### config.mk
export PLATFORM = sky130hd
export DESIGN_NAME = ebc_top
export DESIGN_NICKNAME = d
export VERILOG_FILES = /design/src/design/ebc_pkg.sv /design/src/design/ebc_ack_sync.sv /design/src/design/ebc_attr_enc.sv /design/src/design/ebc_top.sv
export VERILOG_INCLUDE_DIRS = /design/src /design/src/design
export SDC_FILE = /design/constraint.sdc
export NUM_CORES = 1
export LEC_CHECK = 0
export ABC_AREA = 1
export BUFFER_PORTS_ARGS = -buffer_cell sky130_fd_sc_hd__buf_4
export CAP_MARGIN = 20
export CORE_MARGIN = 3
export CORE_UTILIZATION = 60
export CTS_CLUSTER_DIAMETER = 200
export CTS_CLUSTER_SIZE = 20
export DETAILED_ROUTE_END_ITERATION = 10
export HOLD_SLACK_MARGIN = 0.02
export PLACE_DENSITY = 0.85
export SLEW_MARGIN = 30
export SYNTH_ARGS = -nofsm -noshare
export SYNTH_HDL_FRONTEND = slang
export SYNTH_SLANG_ARGS = --single-unit
### constraint.sdc
create_clock -name sys_clk_i -period 4.3 [get_ports sys_clk_i]
set_clock_uncertainty 0.1 [all_clocks]
set_input_delay 1.29 -clock sys_clk_i [delete_from_list [all_inputs] [get_ports sys_clk_i]]
set_output_delay 1.29 -clock sys_clk_i [all_outputs]
set_load 0.01 [all_outputs]
### src/design/ebc_params.svh
// Constants for the external bus cycle control block.
// Assumes inclusion by bare name from design and bench files.
`ifndef EBC_PARAMS_SVH
`define EBC_PARAMS_SVH

`define EBC_ADDR_W 4
`define EBC_DATA_W 16

// Register offsets
`define EBC_OFS_MODE 4'h0
`define EBC_OFS_BCTL 4'h1
`define EBC_OFS_STAT 4'h2
`define EBC_OFS_CMD 4'h3

// Operating mode register fields
`define EBC_MODE_ATTR_PRIO_DIS 14
`define EBC_MODE_ACK_SYNC 15
`define EBC_MODE_RESET 16'h0000

// Bus control register fields
`define EBC_BCTL_WAIT_LO 0
`define EBC_BCTL_WAIT_W 5
`define EBC_BCTL_REQ_HOLD 8
`define EBC_BCTL_RESET 16'h001f

// Command register fields: attribute select, read/write
`define EBC_CMD_ATTR_LO 0
`define EBC_CMD_WRITE 4
`define EBC_CMD_DRAM 5

`endif

### src/design/ebc_pkg.sv
// Types for the external bus cycle control block.
// Assumes ebc_params.svh is compiled alongside.
package ebc_pkg;
	typedef enum logic [1:0] {
		EBC_ARB_SLAVE,
		EBC_ARB_WAIT_BUSY,
		EBC_ARB_MASTER
	} ebc_arb_state_t;

	typedef struct packed {
		logic [3:0] attr;
		logic write;
		logic dram;
	} ebc_cycle_t;

	typedef struct packed {
		logic [3:0] attr_o;
		logic [3:0] attr_oe_n;
		logic read_n;
		logic write_n;
		logic strobe_oe_n;
	} ebc_pins_t;
endpackage

### src/design/ebc_ack_sync.sv
// Transfer acknowledge qualifier: raw or two-stage synchronised.
// Assumes transfer_ack_n is synchronous when sync mode is selected.
`timescale 1ns/1ns
`default_nettype none
module ebc_ack_sync (
	input wire logic sys_clk_i,
	input wire logic reset_i,
	input wire logic clk_en_i,
	input wire logic async_mode_i,
	input wire logic transfer_ack_n_i,
	output logic ack_o
);
	logic meta;
	logic sync;

	always_ff @(posedge sys_clk_i) begin
		if (reset_i) begin
			meta <= 1'b1;
			sync <= 1'b1;
		end else if (clk_en_i) begin
			meta <= transfer_ack_n_i;
			sync <= meta;
		end
	end

	assign ack_o = async_mode_i ? ~sync : ~transfer_ack_n_i;
endmodule
`default_nettype wire

### src/design/ebc_attr_enc.sv
// Address attribute encoder: one-hot priority or free four-bit code.
// Assumes a combinational consumer.
`timescale 1ns/1ns
`default_nettype none
module ebc_attr_enc (
	input wire logic prio_dis_i,
	input wire logic [3:0] sel_i,
	output logic [3:0] attr_n_o
);
	logic [3:0] prio_hot;

	// Lowest index wins
	assign prio_hot = sel_i & (~sel_i + 4'h1);
	assign attr_n_o = prio_dis_i ? ~sel_i : ~prio_hot;
endmodule
`default_nettype wire

### src/design/ebc_top.sv
// External bus cycle control: strobes, attributes, wait states, arbitration.
// Assumes an on-chip host drives the register port synchronously.
// Function
// - One attribute line at a time, fixed priority
// - Priority disable drives four lines independently
// - Read strobe low only when master reading
// - Write strobe low only when master writing
// - Ignore acknowledge unless master in cycle
// - Deasserted acknowledge extends cycle without limit, except DRAM cycles or zero programmed wait
// - Finish cycle one clock after acknowledge
// - Wait count is longer of both
// - Acknowledge synchronous or asynchronous by mode
// - Request asserted while external bus needed
// - Request independent of master role
// - Hold bit keeps request asserted
// - Request only for external accesses
// - Reset deasserts request, arbitration to slave
// - Standby drops request unless hold set
// - After grant wait for busy release
// - Grant removal releases at cycle end
// - Master may park holding busy
`timescale 1ns/1ns
`default_nettype none
`include "ebc_params.svh"
module ebc_top (
	input wire logic sys_clk_i,
	input wire logic reset_i,
	input wire logic clk_en_i,
	input wire logic [`EBC_ADDR_W-1:0] reg_addr_i,
	input wire logic [`EBC_DATA_W-1:0] reg_wdata_i,
	input wire logic reg_wr_i,
	input wire logic reg_rd_i,
	output logic [`EBC_DATA_W-1:0] reg_rdata_o,
	input wire logic standby_i,
	input wire logic transfer_ack_n_i,
	input wire logic bus_grant_n_i,
	input wire logic bus_busy_n_i,
	output logic bus_busy_n_o,
	output logic bus_busy_oe_n_o,
	output logic bus_request_n_o,
	output logic [3:0] address_attribute_lines_o,
	output logic [3:0] address_attribute_lines_oe_n_o,
	output logic read_strobe_n_o,
	output logic write_strobe_n_o,
	output logic strobe_oe_n_o,
	output logic cycle_done_o
);
	logic [15:0] mode_reg;
	logic [15:0] bctl_reg;
	ebc_pkg::ebc_cycle_t pend;
	logic pend_valid;
	ebc_pkg::ebc_cycle_t cur;
	logic in_cycle;
	logic [`EBC_BCTL_WAIT_W-1:0] wait_cnt;
	logic ack_seen;
	logic req_n;
	ebc_pkg::ebc_arb_state_t arb_state;
	ebc_pkg::ebc_arb_state_t next_arb_state;
	ebc_pkg::ebc_pins_t pins;
	logic ack;
	logic [3:0] attr_n;
	logic [15:0] rdata_mux;

	////////////////////////////////////////////////////////////////////
	// Register port

	wire wr_mode = reg_wr_i & (reg_addr_i == `EBC_OFS_MODE);
	wire wr_bctl = reg_wr_i & (reg_addr_i == `EBC_OFS_BCTL);
	wire wr_cmd = reg_wr_i & (reg_addr_i == `EBC_OFS_CMD);
	wire prio_dis = mode_reg[`EBC_MODE_ATTR_PRIO_DIS];
	wire ack_async = ~mode_reg[`EBC_MODE_ACK_SYNC];
	wire req_hold = bctl_reg[`EBC_BCTL_REQ_HOLD];
	wire [`EBC_BCTL_WAIT_W-1:0] min_wait =
		bctl_reg[`EBC_BCTL_WAIT_LO +: `EBC_BCTL_WAIT_W];
	wire is_master = (arb_state == ebc_pkg::EBC_ARB_MASTER) & ~standby_i;
	// A removed grant ends the tenure; never open a cycle on the way out
	wire start = is_master & pend_valid & ~in_cycle & ~bus_grant_n_i;
	wire wait_done = (wait_cnt == '0);
	wire ack_ok = is_master & in_cycle & ack;
	// Zero programmed wait cannot stretch; DRAM ignores acknowledge
	wire ack_need = (min_wait != '0) & ~cur.dram;
	wire finish = in_cycle & wait_done & (~ack_need | ack_seen);

	assign rdata_mux =
		(reg_addr_i == `EBC_OFS_MODE) ? mode_reg :
		(reg_addr_i == `EBC_OFS_BCTL) ? bctl_reg :
		(reg_addr_i == `EBC_OFS_STAT) ?
			{11'h000, pend_valid, in_cycle, ~req_n, is_master, ack_seen} :
		16'h0000;

	always_ff @(posedge sys_clk_i) begin
		if (reset_i) begin
			mode_reg <= `EBC_MODE_RESET;
			bctl_reg <= `EBC_BCTL_RESET;
			reg_rdata_o <= 16'h0000;
		end else if (clk_en_i) begin
			if (wr_mode) begin
				mode_reg <= reg_wdata_i;
			end
			if (wr_bctl) begin
				bctl_reg <= reg_wdata_i;
			end
			reg_rdata_o <= reg_rd_i ? rdata_mux : 16'h0000;
		end
	end

	////////////////////////////////////////////////////////////////////
	// Cycle engine

	always_ff @(posedge sys_clk_i) begin
		if (reset_i) begin
			pend <= '0;
			pend_valid <= 1'b0;
			cur <= '0;
			in_cycle <= 1'b0;
			wait_cnt <= '0;
			ack_seen <= 1'b0;
			cycle_done_o <= 1'b0;
		end else if (clk_en_i) begin
			cycle_done_o <= finish;
			if (wr_cmd & ~pend_valid) begin
				pend.attr <= reg_wdata_i[`EBC_CMD_ATTR_LO +: 4];
				pend.write <= reg_wdata_i[`EBC_CMD_WRITE];
				pend.dram <= reg_wdata_i[`EBC_CMD_DRAM];
				pend_valid <= 1'b1;
			end else if (start) begin
				pend_valid <= 1'b0;
			end
			if (start) begin
				cur <= pend;
				in_cycle <= 1'b1;
				wait_cnt <= min_wait;
				ack_seen <= 1'b0;
			end else if (finish) begin
				in_cycle <= 1'b0;
			end else if (in_cycle) begin
				if (!wait_done) begin
					wait_cnt <= wait_cnt - 1'b1;
				end
				if (ack_ok) begin
					ack_seen <= 1'b1;
				end
			end
		end
	end

	////////////////////////////////////////////////////////////////////
	// Arbitration

	wire next_req_n = standby_i ? (req_hold ? req_n : 1'b1) :
		~(pend_valid | in_cycle | req_hold);

	always_comb begin
		next_arb_state = arb_state;
		unique case (arb_state)
			ebc_pkg::EBC_ARB_SLAVE: begin
				// Standby never competes for the bus
				if (!bus_grant_n_i && !req_n && !standby_i) begin
					next_arb_state = ebc_pkg::EBC_ARB_WAIT_BUSY;
				end
			end
			ebc_pkg::EBC_ARB_WAIT_BUSY: begin
				if (bus_grant_n_i) begin
					next_arb_state = ebc_pkg::EBC_ARB_SLAVE;
				end else if (bus_busy_n_i) begin
					next_arb_state = ebc_pkg::EBC_ARB_MASTER;
				end
			end
			ebc_pkg::EBC_ARB_MASTER: begin
				// Parked while granted
				if ((bus_grant_n_i && !in_cycle) || standby_i) begin
					next_arb_state = ebc_pkg::EBC_ARB_SLAVE;
				end
			end
		endcase
	end

	always_ff @(posedge sys_clk_i) begin
		if (reset_i) begin
			arb_state <= ebc_pkg::EBC_ARB_SLAVE;
			req_n <= 1'b1;
		end else if (clk_en_i) begin
			arb_state <= next_arb_state;
			req_n <= next_req_n;
		end
	end

	////////////////////////////////////////////////////////////////////
	// Pins

	ebc_ack_sync u_ack (
		.sys_clk_i(sys_clk_i),
		.reset_i(reset_i),
		.clk_en_i(clk_en_i),
		.async_mode_i(ack_async),
		.transfer_ack_n_i(transfer_ack_n_i),
		.ack_o(ack)
	);

	ebc_attr_enc u_attr (
		.prio_dis_i(prio_dis),
		.sel_i(cur.attr),
		.attr_n_o(attr_n)
	);

	// Strobes and attributes share one enable
	wire drive = is_master & ~reset_i;
	assign pins.attr_o = in_cycle ? attr_n : 4'hf;
	assign pins.attr_oe_n = {4{~drive}};
	assign pins.read_n = ~(drive & in_cycle & ~cur.write);
	assign pins.write_n = ~(drive & in_cycle & cur.write);
	assign pins.strobe_oe_n = ~drive;

	assign address_attribute_lines_o = pins.attr_o;
	assign address_attribute_lines_oe_n_o = pins.attr_oe_n;
	assign read_strobe_n_o = pins.read_n;
	assign write_strobe_n_o = pins.write_n;
	assign strobe_oe_n_o = pins.strobe_oe_n;
	assign bus_request_n_o = req_n;
	// Busy only ever pulled low; the outside pull-up returns it high
	assign bus_busy_n_o = 1'b0;
	assign bus_busy_oe_n_o = ~drive;

	////////////////////////////////////////////////////////////////////
	// Assertions

	AST_ONE_HOT: assert property (@(posedge sys_clk_i) disable iff (reset_i)
		(!prio_dis && !pins.attr_oe_n[0]) |-> $onehot0(~address_attribute_lines_o))
		else $error("more than one attribute line asserted");
	AST_APD: assert property (@(posedge sys_clk_i) disable iff (reset_i)
		(prio_dis && in_cycle) |-> (address_attribute_lines_o == ~cur.attr))
		else $error("attribute lines not independent");
	AST_RD: assert property (@(posedge sys_clk_i) disable iff (reset_i)
		!read_strobe_n_o |-> (is_master && in_cycle && !cur.write))
		else $error("read strobe outside master read");
	AST_WR: assert property (@(posedge sys_clk_i) disable iff (reset_i)
		!write_strobe_n_o |-> (is_master && in_cycle && cur.write))
		else $error("write strobe outside master write");
	AST_IGN: assert property (@(posedge sys_clk_i) disable iff (reset_i)
		(clk_en_i && !ack_ok) |=> !$rose(ack_seen))
		else $error("acknowledge taken outside a cycle");
	AST_FIN: assert property (@(posedge sys_clk_i) disable iff (reset_i)
		(clk_en_i && finish) |=> !in_cycle && cycle_done_o)
		else $error("cycle did not finish");
	AST_EXT: assert property (@(posedge sys_clk_i) disable iff (reset_i)
		(clk_en_i && in_cycle && ack_need && !ack_seen && !ack_ok) |=> in_cycle)
		else $error("cycle ended without acknowledge");
	AST_HOLD: assert property (@(posedge sys_clk_i) disable iff (reset_i)
		(clk_en_i && req_hold && !standby_i) |=> !bus_request_n_o)
		else $error("hold did not keep request");
	AST_SBY: assert property (@(posedge sys_clk_i) disable iff (reset_i)
		(clk_en_i && standby_i && !req_hold) |=> bus_request_n_o)
		else $error("standby kept request");
	AST_FLOAT: assert property (@(posedge sys_clk_i) disable iff (reset_i)
		!is_master |-> (strobe_oe_n_o && (&address_attribute_lines_oe_n_o)))
		else $error("pins driven while not master");

	// Cycle timing
	AST_MINW: assert property (@(posedge sys_clk_i) disable iff (reset_i)
		(clk_en_i && in_cycle && !wait_done) |=> in_cycle)
		else $error("cycle ended before programmed wait");
	AST_ACKEND: assert property (@(posedge sys_clk_i) disable iff (reset_i)
		(clk_en_i && ack_ok && ack_need && !ack_seen && wait_done) |=> finish)
		else $error("cycle not finishing after acknowledge");

	// Request and arbitration
	// No disable here: reset itself is the trigger
	AST_RST: assert property (@(posedge sys_clk_i)
		reset_i |=> (bus_request_n_o && arb_state == ebc_pkg::EBC_ARB_SLAVE))
		else $error("reset left request or mastership");
	AST_REQ: assert property (@(posedge sys_clk_i) disable iff (reset_i)
		(clk_en_i && !standby_i && pend_valid) |=> !bus_request_n_o)
		else $error("pending cycle without request");
	AST_EXTONLY: assert property (@(posedge sys_clk_i) disable iff (reset_i)
		(clk_en_i && !standby_i && !pend_valid && !in_cycle && !req_hold) |=> bus_request_n_o)
		else $error("request without external access");
	AST_BUSY: assert property (@(posedge sys_clk_i) disable iff (reset_i)
		(clk_en_i && arb_state != ebc_pkg::EBC_ARB_MASTER && !bus_busy_n_i) |=>
		(arb_state != ebc_pkg::EBC_ARB_MASTER))
		else $error("mastership taken while bus busy");
	AST_KEEP: assert property (@(posedge sys_clk_i) disable iff (reset_i)
		(clk_en_i && arb_state == ebc_pkg::EBC_ARB_MASTER && in_cycle && !standby_i) |=>
		(arb_state == ebc_pkg::EBC_ARB_MASTER))
		else $error("mastership lost inside a cycle");
	AST_LEAVE: assert property (@(posedge sys_clk_i) disable iff (reset_i)
		(clk_en_i && arb_state == ebc_pkg::EBC_ARB_MASTER && bus_grant_n_i && !in_cycle) |=>
		(arb_state == ebc_pkg::EBC_ARB_SLAVE))
		else $error("mastership kept after grant removal");
	// Parked master keeps busy low between cycles
	AST_PARK: assert property (@(posedge sys_clk_i) disable iff (reset_i)
		is_master |-> (!bus_busy_oe_n_o && !bus_busy_n_o))
		else $error("master not holding busy");
endmodule
`default_nettype wire

==> run metrics <==
DRT Pass-1 Iters=5; RR Startpoint=arb_state[0]; final hold slack=349 ps; top cells by count, synth=104 x nand2_1, 74 x dfxtp_1, 65 x a21oi_1; Cell Area, Placed=0.00371 sq mm; crit path cell chain=buf_4, inv_1, nand2_1, buf_4; RSZ-0062 raised after global routing=false; HP Start=pend[1]; layout net count=539; Synth Instances=466; die area=0.00655 sq mm; worst r2r dst=wait_cnt[3]; Vias=3146; Data required, critical path=2910 ps; sequential fraction of the synthesis area=0.439; Most used DFF post-synth=dfxtp_1; Synth top area share=0.439; Crit. End Element=primary output; Clock power frac=0.399; Tcrit/Tclk final=0.837; hold-critical path depth=2; first-pass GRT wire length=13000 um; hold buffer count at CTS=0; final hold violation count=0; min Tclk post-route=3600 ps; synth unique cells=33; VDD IR-drop max=0.217 mV; synthesized area per cell=7.23 sq um; Yosys reg bits=74; PwrDens=334 mW/mm^2; Worst Path Arrival=2210 ps; Worst-Margin Slew=681 ps; setup TNS=0 ps; die height=81.0 um; via/cell ratio=5.43; CP Class=input pin to primary output; setup slack, reg-to-reg=2140 ps; switching share of power=0.240; Routed Antenna Nets=0; Combinational Power Share=0.066; total track usage=0.257; slowest CP cell=buf_4; vias in the first global route=2789; Leakage=0.00156 uW; Hold Path Sink=pend[1]; Remaining Overflow, GRT=0; Int Pwr=987 uW; initial antenna violation count=0; status=completed; Max Transition Viols Final=0; final instance area=0.00389 sq mm; peak per-stage delay on the critical path=340 ps; post-CTS setup buffers=0; Crit path buffers/inverters=3; Flop pwr share=0.535; CP delay by family, top=buffers and inverters; max-cap viol count=0; FFs w/ async S/R, synth=0; diodes inserted=0; DRT iter0 DRCs=249; Final setup viols=0; core area=0.00527 sq mm; Max FO, Critical Path=36; Most Frequent Cell on Critical Path=buf_4; synthesized cell area=0.00337 sq mm; WL final=7830 um; Place WS=693 ps; final worst slack=703 ps; DIE WIDTH=81.0 um; Syn Nets=499; post-DR wirelength/cell=13.5 um; Area Overhead vs Synth=15.4%; FP Rows=26; DR DRC count=0; Post-synth EDFFs=0; post-CTS sizing=0; H-Tree Level Count=3; Synth warnings=0; CTS tree=built; sw power=312 uW; TritonCTS Sinks=74; Port-buffer cells=58; # IOs=60; clk buf depth=2; GPL Wtd Cong=0.910; Reg clk slew, reported paths=70 ps; dpl hpwl=5320 um; clock tree root driver cell=clkbuf_8; Max Clk Rate=0.278 GHz; largest cells by area after synthesis=dfxtp_1 44%, nand2_1 12%, a21oi_1 9.7%, o21ai_0 7.0%, inv_1 6.3%; pin count of the biggest net entering global routing=37; Yosys top cell by area=dfxtp_1; most frequent cell after synthesis=nand2_1; worst skew pair latency=350 ps; min-delay worst type=flop to flop; relative slew slack=0.545; FF-to-FF path depth=9; layout cells sized above 1=0.175; Worst setup SP type=input pin; TritonCTS Buffers=9; initial core utilization=0.640
-- per-stage QoR --
stage	power [uW]	util	std cells
2_1_floorplan	760	-	466
3_3_place_gp	794	0.704	565
3_5_place_dp	796	0.704	565
4_1_cts	1300	0.738	579
5_1_grt	1340	0.738	579
6_report	1300	0.738	579
-- tightest hold or removal path, stage by stage, from the launching register on --
cell     delay, ps
dfxtp_1        310
inv_1           50
a21oi_1         50
-- layout make-up --
| cell class | instances | area, sq um |
|---|---|---|
| well taps | 70 | 87.6 |
| multi-input cells | 302 | 1470 |
| flip-flops and latches | 74 | 1480 |
| fillers | 435 | 1380 |
| clock inverters | 4 | 53.8 |
| repair buffers | 59 | 443 |
| clock buffers | 10 | 128 |
| inverters | 60 | 228 |
-- power groups by stage --
stage                     Clock (uW)  Combinational, uW  Sequential [uW]
after global placement             0               83.3              711
after CTS                        523               85.7              695
final                            518               86.0              695
after global routing             548               96.7              696
after detailed placement           0               84.8              711
after floorplan                    0               49.7              711
-- cell usage in the layout, fill, tap and decap left out, drive strengths merged --
| master | netlist | routed |
|---|---|---|
| nor2 | 26 | 26 |
| inv | 60 | 61 |
| o211ai | 1 | 1 |
| a21oi | 65 | 65 |
| clkinvlp | 0 | 2 |
| or2 | 1 | 1 |
| xnor2 | 1 | 1 |
| nand2 | 107 | 107 |
| o22ai | 1 | 1 |
| o21ai | 58 | 58 |
| clkbuf | 7 | 10 |
| bufinv | 0 | 1 |
| conb | 1 | 1 |
| nand3b | 1 | 1 |
| nand3 | 31 | 31 |
| dfxtp | 74 | 74 |
| ha | 4 | 4 |
| buf | 23 | 59 |
| a211oi | 1 | 1 |
| o2111ai | 1 | 1 |
| nand4 | 3 | 3 |
-- how the worst max path moves through the flow --
stage	from	end	slack [ps]	cells after the start
2_1_floorplan	reset_i	address_attribute_lines_oe_n_o[0]	830	5
3_3_place_gp	reset_i	address_attribute_lines_oe_n_o[1]	740	4
3_5_place_dp	reset_i	address_attribute_lines_oe_n_o[3]	690	4
4_1_cts	reset_i	address_attribute_lines_oe_n_o[3]	680	4
5_1_grt	reset_i	address_attribute_lines_oe_n_o[3]	560	4
6_report	reset_i	address_attribute_lines_oe_n_o[3]	700	4
-- cells by family (layout without fill, tap and decap cells) --
family	count (synthesis)	in the layout	share of synthesized area
AND/OR/NAND/NOR	169	169	0.221
AO/OA/AOI/OAI	127	127	0.196
buffers and inverters	90	133	0.125
flip-flops	74	74	0.439
adder cells (fa/ha/maj)	4	4	0.0148
other	1	1	0.00111
XOR/XNOR	1	1	0.00260
-- layer usage --
metal	GRT usage	up-vias	share of wire	routed length [um]
met3	0.0521	12	0.083	650
met5	0	-	0	0
met2	0.383	126	0.44	3420
li1	-	1574	-	-
met4	0.0929	0	0.016	126
met1	0.370	1434	0.46	3640
Power figures use the tool's default switching activity.
